## src/rtl/dpms_defines.svh

```systemverilog
// Constants for the dual-port memory port controller
`ifndef DPMS_DEFINES_SVH
`define DPMS_DEFINES_SVH

`define DPMS_AW          13
`define DPMS_DW          16
`define DPMS_RA_W        4
// Register offsets of the controller's own command port
`define DPMS_A_CTRL      4'h0
`define DPMS_A_ADDR      4'h1
`define DPMS_A_WDATA     4'h2
`define DPMS_A_RDATA     4'h3
`define DPMS_A_STAT      4'h4
// Control register fields
`define DPMS_CTRL_GO     0
`define DPMS_CTRL_WR     1
`define DPMS_CTRL_SEM    2
`define DPMS_CTRL_BLK    3
`define DPMS_CTRL_RST    4'h0
// Status register fields
`define DPMS_ST_BUSY     0
`define DPMS_ST_COLL     1
`define DPMS_ST_MBX      2
// Mailbox locations (top-minus-one and top of an 8K part)
`define DPMS_MBX_LEFT    13'h1ffe
`define DPMS_MBX_RIGHT   13'h1fff
// Timing
`define DPMS_CLK_NS      100
`define DPMS_T_ACC_NS    55
`define DPMS_SYNC_CYC    3
`define DPMS_ACC_CYC     ((`DPMS_T_ACC_NS + `DPMS_CLK_NS - 1) / `DPMS_CLK_NS)
`define DPMS_STB_CYC     (`DPMS_ACC_CYC + `DPMS_SYNC_CYC)
`define DPMS_CNT_W       3

`endif

```

## src/rtl/dpms_pkg.sv

```systemverilog
// Types shared by the dual-port memory port controller
`default_nettype none
`include "dpms_defines.svh"
package dpms_pkg;

  typedef enum logic [1:0] {
    DPMS_IDLE   = 2'b00,
    DPMS_SETUP  = 2'b01,
    DPMS_STROBE = 2'b11,
    DPMS_DONE   = 2'b10
  } dpms_state_t;

  typedef struct packed {
    logic                  ce_n;
    logic                  oe_n;
    logic                  rw_n;
    logic                  sem_n;
    logic [`DPMS_AW-1:0]   addr;
    logic [`DPMS_DW-1:0]   data;
  } dpms_pins_t;

endpackage
`default_nettype wire

```

## src/rtl/dpms_host.sv

```systemverilog
// Controller driving one port of a dual-port memory with flags and mailbox
`default_nettype none
`include "dpms_defines.svh"
module dpms_host
  import dpms_pkg::*;
(
  input  wire logic                   clock_i,
  input  wire logic                   reset_n_i,
  input  wire logic [`DPMS_RA_W-1:0]  reg_addr_i,
  input  wire logic [31:0]            reg_wdata_i,
  input  wire logic                   reg_wr_i,
  input  wire logic                   reg_rd_i,
  output var  logic [31:0]            reg_rdata_o,
  output var  dpms_pins_t             pins_o,
  output var  logic                   data_oe_n_o,
  input  wire logic [`DPMS_DW-1:0]    data_i,
  input  wire logic                   mbx_irq_n_i,
  input  wire logic [1:0]             collision_n_i,
  output var  logic                   wr_inhibit_n_o
);

  // ----------------------------------------------------------------
  // Reset release
  // ----------------------------------------------------------------
  logic rst_a_q;
  logic rst_n;

  always_ff @(posedge clock_i or negedge reset_n_i) begin
    if (!reset_n_i) begin
      rst_a_q <= 1'b0;
      rst_n   <= 1'b0;
    end else begin
      rst_a_q <= 1'b1;
      rst_n   <= rst_a_q;
    end
  end

  // ----------------------------------------------------------------
  // Pin inputs
  // ----------------------------------------------------------------
  localparam int SW = `DPMS_DW + 3;
  logic [SW-1:0] sync_s;
  logic [`DPMS_DW-1:0] din_s;
  logic                mbx_n_s;
  logic [1:0]          coll_n_s;

  dpms_sync #(.W(SW)) u_sync (
    .clock_i   (clock_i),
    .reset_n_i (rst_n),
    .async_i   ({data_i, mbx_irq_n_i, collision_n_i}),
    .sync_o    (sync_s)
  );

  assign din_s    = sync_s[SW-1:3];
  assign mbx_n_s  = sync_s[2];
  assign coll_n_s = sync_s[1:0];

  // Parts stacked in depth each report busy; any low one means busy
  wire busy_n = &coll_n_s;

  // ----------------------------------------------------------------
  // Command registers
  // ----------------------------------------------------------------
  logic [3:0]          ctrl_q;
  logic [`DPMS_AW-1:0] addr_q;
  logic [`DPMS_DW-1:0] wdata_q;
  logic [`DPMS_DW-1:0] rdata_q;
  logic                coll_q;
  dpms_state_t         state_q;
  dpms_state_t         state_d;
  logic [`DPMS_CNT_W-1:0] cnt_q;
  logic [`DPMS_CNT_W-1:0] cnt_d;
  logic                busy_seen_q;

  wire wr_ctrl  = reg_wr_i && (reg_addr_i == `DPMS_A_CTRL);
  wire wr_addr  = reg_wr_i && (reg_addr_i == `DPMS_A_ADDR);
  wire wr_wdata = reg_wr_i && (reg_addr_i == `DPMS_A_WDATA);
  wire wr_stat  = reg_wr_i && (reg_addr_i == `DPMS_A_STAT);
  wire idle     = (state_q == DPMS_IDLE);
  wire go       = wr_ctrl && reg_wdata_i[`DPMS_CTRL_GO] && idle;
  wire op_wr    = ctrl_q[`DPMS_CTRL_WR];
  wire op_sem   = ctrl_q[`DPMS_CTRL_SEM];

  // Busy only means anything for a memory access
  wire busy_hit  = !op_sem && !busy_n && (state_q != DPMS_IDLE);
  wire coll_clr  = wr_stat && reg_wdata_i[`DPMS_ST_COLL];

  always_ff @(posedge clock_i or negedge rst_n) begin
    if (!rst_n) begin
      ctrl_q  <= `DPMS_CTRL_RST;
      addr_q  <= '0;
      wdata_q <= '0;
    end else begin
      if (wr_ctrl && idle) begin
        ctrl_q <= reg_wdata_i[3:0];
      end else if (wr_ctrl) begin
        ctrl_q[`DPMS_CTRL_BLK] <= reg_wdata_i[`DPMS_CTRL_BLK];
      end
      if (wr_addr && idle) begin
        addr_q <= reg_wdata_i[`DPMS_AW-1:0];
      end
      if (wr_wdata && idle) begin
        wdata_q <= reg_wdata_i[`DPMS_DW-1:0];
      end
    end
  end

  // Set wins over a clear in the same cycle
  always_ff @(posedge clock_i or negedge rst_n) begin
    if (!rst_n) begin
      coll_q <= 1'b0;
    end else if (busy_hit) begin
      coll_q <= 1'b1;
    end else if (coll_clr) begin
      coll_q <= 1'b0;
    end
  end

  // ----------------------------------------------------------------
  // Register read port
  // ----------------------------------------------------------------
  wire [31:0] stat_w = {29'h0, !mbx_n_s, coll_q, !idle};
  wire [31:0] rsel_w =
      (reg_addr_i == `DPMS_A_CTRL)  ? {28'h0, ctrl_q} :
      (reg_addr_i == `DPMS_A_ADDR)  ? {19'h0, addr_q} :
      (reg_addr_i == `DPMS_A_WDATA) ? {16'h0, wdata_q} :
      (reg_addr_i == `DPMS_A_RDATA) ? {16'h0, rdata_q} :
      (reg_addr_i == `DPMS_A_STAT)  ? stat_w : 32'h0;

  always_ff @(posedge clock_i or negedge rst_n) begin
    if (!rst_n) begin
      reg_rdata_o <= 32'h0;
    end else begin
      reg_rdata_o <= reg_rd_i ? rsel_w : 32'h0;
    end
  end

  // ----------------------------------------------------------------
  // Access sequencer
  // ----------------------------------------------------------------
  localparam logic [`DPMS_CNT_W-1:0] SYNC_C = `DPMS_CNT_W'(`DPMS_SYNC_CYC);
  localparam logic [`DPMS_CNT_W-1:0] STB_C  = `DPMS_CNT_W'(`DPMS_STB_CYC);

  wire cnt_end = (cnt_q == '0);
  // Writes hold off the strobe while the other side owns the word
  wire may_go  = op_sem || !op_wr || busy_n;

  always_comb begin
    state_d = state_q;
    cnt_d   = cnt_q;
    if (!cnt_end) begin
      cnt_d = cnt_q - 1'b1;
    end
    case (state_q)
      DPMS_IDLE: begin
        if (go) begin
          state_d = DPMS_SETUP;
          cnt_d   = SYNC_C;
        end
      end
      DPMS_SETUP: begin
        if (cnt_end && may_go) begin
          state_d = DPMS_STROBE;
          cnt_d   = STB_C - 1'b1;
        end
      end
      DPMS_STROBE: begin
        if (cnt_end) begin
          state_d = DPMS_DONE;
        end
      end
      DPMS_DONE: begin
        // A write that met busy was dropped by the part: retry it
        if (busy_seen_q && op_wr && !op_sem) begin
          state_d = DPMS_SETUP;
          cnt_d   = SYNC_C;
        end else begin
          state_d = DPMS_IDLE;
        end
      end
      default: begin
        state_d = DPMS_IDLE;
      end
    endcase
  end

  always_ff @(posedge clock_i or negedge rst_n) begin
    if (!rst_n) begin
      state_q <= DPMS_IDLE;
      cnt_q   <= '0;
    end else begin
      state_q <= state_d;
      cnt_q   <= cnt_d;
    end
  end

  always_ff @(posedge clock_i or negedge rst_n) begin
    if (!rst_n) begin
      busy_seen_q <= 1'b0;
    end else if (state_q == DPMS_SETUP) begin
      busy_seen_q <= 1'b0;
    end else if (state_q == DPMS_STROBE && busy_hit) begin
      busy_seen_q <= 1'b1;
    end
  end

  // Read data taken in the done cycle: the filtered pin copy only
  // settles at the strobe's last edge, so sampling there is stale
  always_ff @(posedge clock_i or negedge rst_n) begin
    if (!rst_n) begin
      rdata_q <= '0;
    end else if (state_q == DPMS_DONE && !op_wr) begin
      rdata_q <= din_s;
    end
  end

  // ----------------------------------------------------------------
  // Pin drive
  // ----------------------------------------------------------------
  wire act_d  = (state_d == DPMS_SETUP) || (state_d == DPMS_STROBE);
  wire stb_d  = (state_d == DPMS_STROBE);
  // Enables drop in the done cycle so each flag read is fresh
  dpms_pins_t pins_d;
  assign pins_d.ce_n  = !(act_d && !op_sem);
  assign pins_d.sem_n = !(act_d && op_sem);
  assign pins_d.oe_n  = !(stb_d && !op_wr);
  assign pins_d.rw_n  = !(stb_d && op_wr);
  // Only the low three bits select a flag; the rest are zero there
  assign pins_d.addr  = op_sem ? {10'h0, addr_q[2:0]} : addr_q;
  assign pins_d.data  = wdata_q;

  always_ff @(posedge clock_i or negedge rst_n) begin
    if (!rst_n) begin
      pins_o         <= '{ce_n: 1'b1, oe_n: 1'b1, rw_n: 1'b1, sem_n: 1'b1,
                          addr: '0, data: '0};
      data_oe_n_o    <= 1'b1;
      wr_inhibit_n_o <= 1'b1;
    end else begin
      pins_o         <= pins_d;
      data_oe_n_o    <= !(stb_d && op_wr);
      wr_inhibit_n_o <= !ctrl_q[`DPMS_CTRL_BLK];
    end
  end
endmodule
`default_nettype wire

```

## src/rtl/dpms_sync.sv

```systemverilog
// Three-stage input synchroniser with agreement filter
`default_nettype none
module dpms_sync #(
  parameter int W = 1
) (
  input  wire logic         clock_i,
  input  wire logic         reset_n_i,
  input  wire logic [W-1:0] async_i,
  output var  logic [W-1:0] sync_o
);

  logic [W-1:0] s1_q;
  logic [W-1:0] s2_q;
  logic [W-1:0] s3_q;

  genvar g;
  generate
    for (g = 0; g < W; g++) begin : g_bit
      always_ff @(posedge clock_i or negedge reset_n_i) begin
        if (!reset_n_i) begin
          s1_q[g]   <= 1'b1;
          s2_q[g]   <= 1'b1;
          s3_q[g]   <= 1'b1;
          sync_o[g] <= 1'b1;
        end else begin
          s1_q[g] <= async_i[g];
          s2_q[g] <= s1_q[g];
          s3_q[g] <= s2_q[g];
          // A change counts only once two later stages agree
          if (s2_q[g] == s3_q[g]) begin
            sync_o[g] <= s3_q[g];
          end
        end
      end
    end
  endgenerate

endmodule
`default_nettype wire

```

## config.mk

```make
export PLATFORM = sky130hd
export DESIGN_NAME = dpms_host
export DESIGN_NICKNAME = d
export VERILOG_FILES = /design/src/rtl/dpms_pkg.sv /design/src/rtl/dpms_host.sv /design/src/rtl/dpms_sync.sv
export VERILOG_INCLUDE_DIRS = /design/src /design/src/rtl
export SDC_FILE = /design/constraint.sdc
export NUM_CORES = 1
export LEC_CHECK = 0
export BUFFER_PORTS_ARGS = -buffer_cell sky130_fd_sc_hd__buf_4
export CAP_MARGIN = 20
export CORE_MARGIN = 2
export CORE_UTILIZATION = 25
export CTS_CLUSTER_DIAMETER = 40
export DETAILED_ROUTE_END_ITERATION = 8
export PLACE_DENSITY = 0.44
export REMOVE_ABC_BUFFERS = 1
export SYNTH_ARGS = -nofsm -noshare
export SYNTH_HDL_FRONTEND = slang
export SYNTH_HIERARCHICAL = 1
export SYNTH_SLANG_ARGS = --single-unit
export TNS_END_PERCENT = 50
```

## constraint.sdc

```tcl
create_clock -name clock_i -period 5.4 [get_ports clock_i]
set_clock_uncertainty 0.1 [all_clocks]
set_input_delay 0.27 -clock clock_i [delete_from_list [all_inputs] [get_ports clock_i]]
set_output_delay 0.27 -clock clock_i [all_outputs]
set_load 0.1 [all_outputs]
```

Word-level counts from Yosys, hierarchy flattened:

Cells that the tools add are included.

* output and inout bits: 67
* input port bits: 59
* flip-flop bits (word level): 184
* memories: 0
* bits in latches: 0
* bits in writable memories: 0
* memory bits (read-only): 0
* logic and storage cells: 189

* reductions and logical operators: 42
* $mul: 0
* magnitude comparators: 0
* bitwise logic cells: 0
* muxes and demuxes: 23
* equal/unequal tests: 28
* add/subtract/negate cells: 1
* shift-type cells: 0
* div/mod/pow operators: 0

Operator list (count)
* $mux 16: 5
* $logic_and 1x1->1: 21
* $eq 1x1->1: 19
* $mux 3: 5
* $mux 13: 1
* $logic_not 1->1: 10
* $pmux 3 s3: 1
* $eq 4x2->1 const B: 2
* $pmux 2 s4: 1
* $reduce_bool 2->1: 4
* $mux 1: 7
* $eq 2x2->1 const B: 3
* $mux 2: 3
* $eq 2x1->1 const B: 2
* $eq 4x1->1 const B: 1
* $eq 4x3->1 const B: 1
* $logic_not 4->1: 1
* $logic_not 3->1: 1
* $logic_or 1x1->1: 3
* $sub 3x1->3 const B: 1
* $logic_not 2->1: 1
* $reduce_and 2->1: 1

Depth between registers and ports, before layout:

* depth in word-level cells: 10
* gate-level depth with buffers: 7
* mapped depth without buffers: 6

Cells and area by module:

Netlist, hierarchy kept.

By module, submodules not included
* dpms_host: instances 1, area an instance 4490.6 um^2, cells each 318
* dpms_sync: instances 1, area an instance 2210.9 um^2, cells each 95

Worst setup path after synthesis:

No wires, ideal clock.

* kind: reg-to-reg
* from: reg state_q[1]
* to: reg rdata_q[10]
* clock period less this slack: 1.606 ns
* slack: 3.794 ns
* buffers on the path: 2
* setup time: 0.125 ns
* stages on the path, launching flop included: 6
* required time: 5.175 ns
* arrival: 1.381 ns
* path through: dfrtp_1 -> buf_6 -> inv_1 -> nor3_4 -> buf_4 -> mux2_2

* longest elaborated chain between the ends: 2

RTL lines
* start, declared: RTL line dpms_host.sv:69 `dpms_state_t state_q;`
* start signal, assigned: RTL line dpms_host.sv:192 `state_q <= state_d;`
* $eq 2x2->1: RTL line dpms_host.sv:212 `end else if (state_q == DPMS_DONE && !op_wr) begin`
* $logic_and 1x1->1: RTL line dpms_host.sv:212
* end signal, assigned: RTL line dpms_host.sv:213 `rdata_q <= din_s;`
* end, declared: RTL line dpms_host.sv:67 `` logic [`DPMS_DW-1:0] rdata_q; ``

No other way between the ends.
A chain may end at the register's enable or synchronous reset.

Worst setup path after layout:

* from: reg state_q[1]
* to: reg rdata_q[12]

Same word-level chain as after synthesis.

==> metrics.md <==
| Metric | Value |
|---|---|
| Filler instances | 2579 |
| Inst Count DP | 825 |
| Drt pass-1 iters | 4 |
| Root Driver | clkbuf_16 |
| Post-synthesis cell count | 413 |
| R2R Setup Slk | 3.13 ns |
| Ant. Diodes | 0 |
| Final ANT Viol Nets | 0 |
| Worst min-delay path category | in -> reg |
| Data required, critical path | 5.61 ns |
| Worst-margin pin slew | 1.070 ns |
| Reg-to-reg critical path startpoint | state_q[1] |
| Tmin final | 2.269 ns |
| Hold Path Cell Cnt | 2 |
| Unique masters post-synth | 45 |
| Sequential Area | 4710 µm² |
| Max-slew violation count | 0 |
| Maximum net fanout on the critical path | 16 |
| Syn avg cell area | 16.23 µm² |
| Total number of vias | 3536 |
| Worst EP arrival | 2.48 ns |
| Finished Core Util | 32.75% |
| Startpoint Class | flip-flop |
| Outcome | finished clean |
| Layout area overhead | 28.08% |
| Drt total wl | 14120 µm |
| Post-CTS setup buffers | 0 |
| Cell Pwr Density | 540.3 nW/µm² |
| VDD IR max | 0.1864 mV |
| Clock Tree Buf Depth | 2 |
| Synthesized flop and latch total | 184 |
| FP Rows | 59 |
| Tcrit/Tclk final | 42.02% |
| I/O Buffers | 93 |
| Max-Cap Viols | 0 |
| Setup TNS | 0 ns |
| Setup violators final | 0 |
| Global-route wire length before repair | 22840 µm |
| Htree depth | 4 |
| Initial antenna violation count | 0 |
| Most frequent cells in the layout | dfrtp_1, buf_4, dfstp_2 |
| Vias in the first global route | 3890 |
| Worst-path clk slew | 0.07 ns |
| 1st-iter DRT viols | 147 |
| Leakage | 3.826 nW |
| Cts repair resizes | 0 |
| Per-cell routed wire length | 15.85 µm |
| Worst Hold End | wdata_q[1] |
| Gr usage total | 10.68% |
| Mapped Area | 6701 µm² |
| DIE AREA | 28130 µm² |
| CTS tree | yes |
| Die Y | 167.7 µm |
| Largest net degree at the start of global routing | 109 |
| I/O Pins | 126 |
| Worst-skew pair later-pin latency | 0.42 ns |
| RSZ-0062 raised after global routing | no |
| Multi-input gate area | 1792 µm² |
| Nets | 604 |
| Final Hold Vio Count | 0 |
| Crit Path Class | reg -> reg |
| Syn. warnings | 6 |
| Highest Clock Rate | 440.7 MHz |
| Starting density of the core | 25.57% |
| # hold bufs at CTS | 34 |
| Cells on worst reg2reg path | 3 |
| Chip width | 167.7 µm |
| Crit. End Element | flip-flop |
| HPWL after DPL | 8873 µm |
| GP Congestion | 0.7097 |
| Share of cells above drive strength 1 | 53.42% |
| Hold_sp | reg_wdata_i[1] |
| Worst R2R End | rdata_q[12] |
| Num CTS Buffers | 17 |
| # DRC | 0 |
| DR vias/cell | 3.969 |
| Core Region | 26210 µm² |
| Slew headroom | 28.43% |
| Global route overflow | 0 |
| Register area share after synthesis | 70.22% |
| Final cell count without fillers | 891 |
| CTS sink cnt | 184 |
| Most common cell after layout, fill and taps aside | dfrtp_1 |
worst max-delay path, stage by stage, from the launching register on:
cell,delay (ns)
dfrtp_1,0.56
inv_1,0.16
nor3_4,0.90
mux2_2,0.42
flip-flops by register name (all words and copies together), names as in the netlist, 4 cells and up:
| register | flops |
|---|---|
| reg_rdata_o | 16 |
| addr_q | 13 |
| wdata_q | 16 |
| u_sync/s2_q | 19 |
| u_sync/s1_q | 19 |
| u_sync/s3_q | 19 |
| rdata_q | 16 |
| u_sync/sync_o | 19 |
| pins_o | 32 |
| ctrl_q | 4 |
per-stage QoR:
step	power, W	hold slack (ns)	instance area (µm²)	setup WS [ns]
6_report	0.004638	0.02429	8583	3.131
5_1_grt	0.004871	0.007838	8583	2.988
4_1_cts	0.004713	0.001302	8583	3.076
3_5_place_dp	0.003432	-0.04515	7665	2.984
3_3_place_gp	0.003407	-0.04678	7665	2.991
2_1_floorplan	0.003065	-0.1256	6524	-0.06529
cell type report:
type,instances,share of cell area (%)
inverter,7,0.3061
timing repair buffer,128,12.33
sequential,184,54.87
tap,335,4.883
multi-input combinational,205,20.87
clock buffer,19,5.160
clock inverter,13,1.574
metal layers:
| metal | vias to the layer above | wire, µm | global-route usage [%] |
|---|---|---|---|
| li1 | 1641 | - | - |
| met1 | 1816 | 6534 | 13.94 |
| met2 | 68 | 6978 | 17.45 |
| met3 | 11 | 436 | 2.364 |
| met4 | 0 | 167 | 3.970 |
| met5 | - | 0 | 0 |
worst max path at each step:
stage,from,end,cells after the start
floorplan,rst_n,addr_q[0],0
global placement,reg_addr_i[0],addr_q[7],5
detailed placement,reg_addr_i[0],addr_q[12],5
CTS,state_q[1],rdata_q[12],3
global route,state_q[1],rdata_q[11],3
finish,state_q[1],rdata_q[12],3
power breakdown:
part           switching [W]  leakage, nW  total (W)  internal (W)
clock               0.000565        0.277    0.00123      0.000665
sequential          0.000222         2.15    0.00194       0.00172
combinational        0.00102         1.40    0.00147      0.000449
synth_stat cells, drive strengths merged:
master,count,area share (%)
nand4,2,0.63
nand2b,3,0.28
nor3b,1,0.11
nor4,1,0.32
xnor2,1,0.13
and2b,1,0.11
and2,2,0.19
or2,1,0.093
nand3b,3,0.34
nor2,20,1.6
o21ai,7,0.52
dfrtp,103,38
a32oi,2,0.26
buf,28,3.3
a31o,1,0.13
nand3,5,0.45
and4b,1,0.15
clkbuf,4,0.22
nor3,4,0.47
mux2i,6,0.90
o21a,1,0.11
nor2b,12,1.1
conb,2,0.11
maj3,19,3.2
a22oi,10,1.1
o32ai,1,0.13
dfstp,81,32
mux2,60,11
ha,2,0.37
nand2,7,0.39
a41oi,1,0.13
o31ai,1,0.11
a21oi,9,0.67
o211a,2,0.30
a21o,1,0.11
inv,7,0.39
a221o,1,0.15
cells by family (layout without fill, tap and decap cells):
| family | Yosys count | in the layout | synth area share, % |
|---|---|---|---|
| simple gates | 63 | 63 | 6.236 |
| other cells | 2 | 17 | 0.1121 |
| mux | 66 | 66 | 12.10 |
| compound gates | 37 | 37 | 3.753 |
| flops | 184 | 184 | 70.22 |
| xor+xnor | 1 | 1 | 0.1307 |
| buf+inv | 39 | 167 | 3.883 |
| fa+ha+maj | 21 | 21 | 3.566 |
Power figures use the tool's default switching activity.
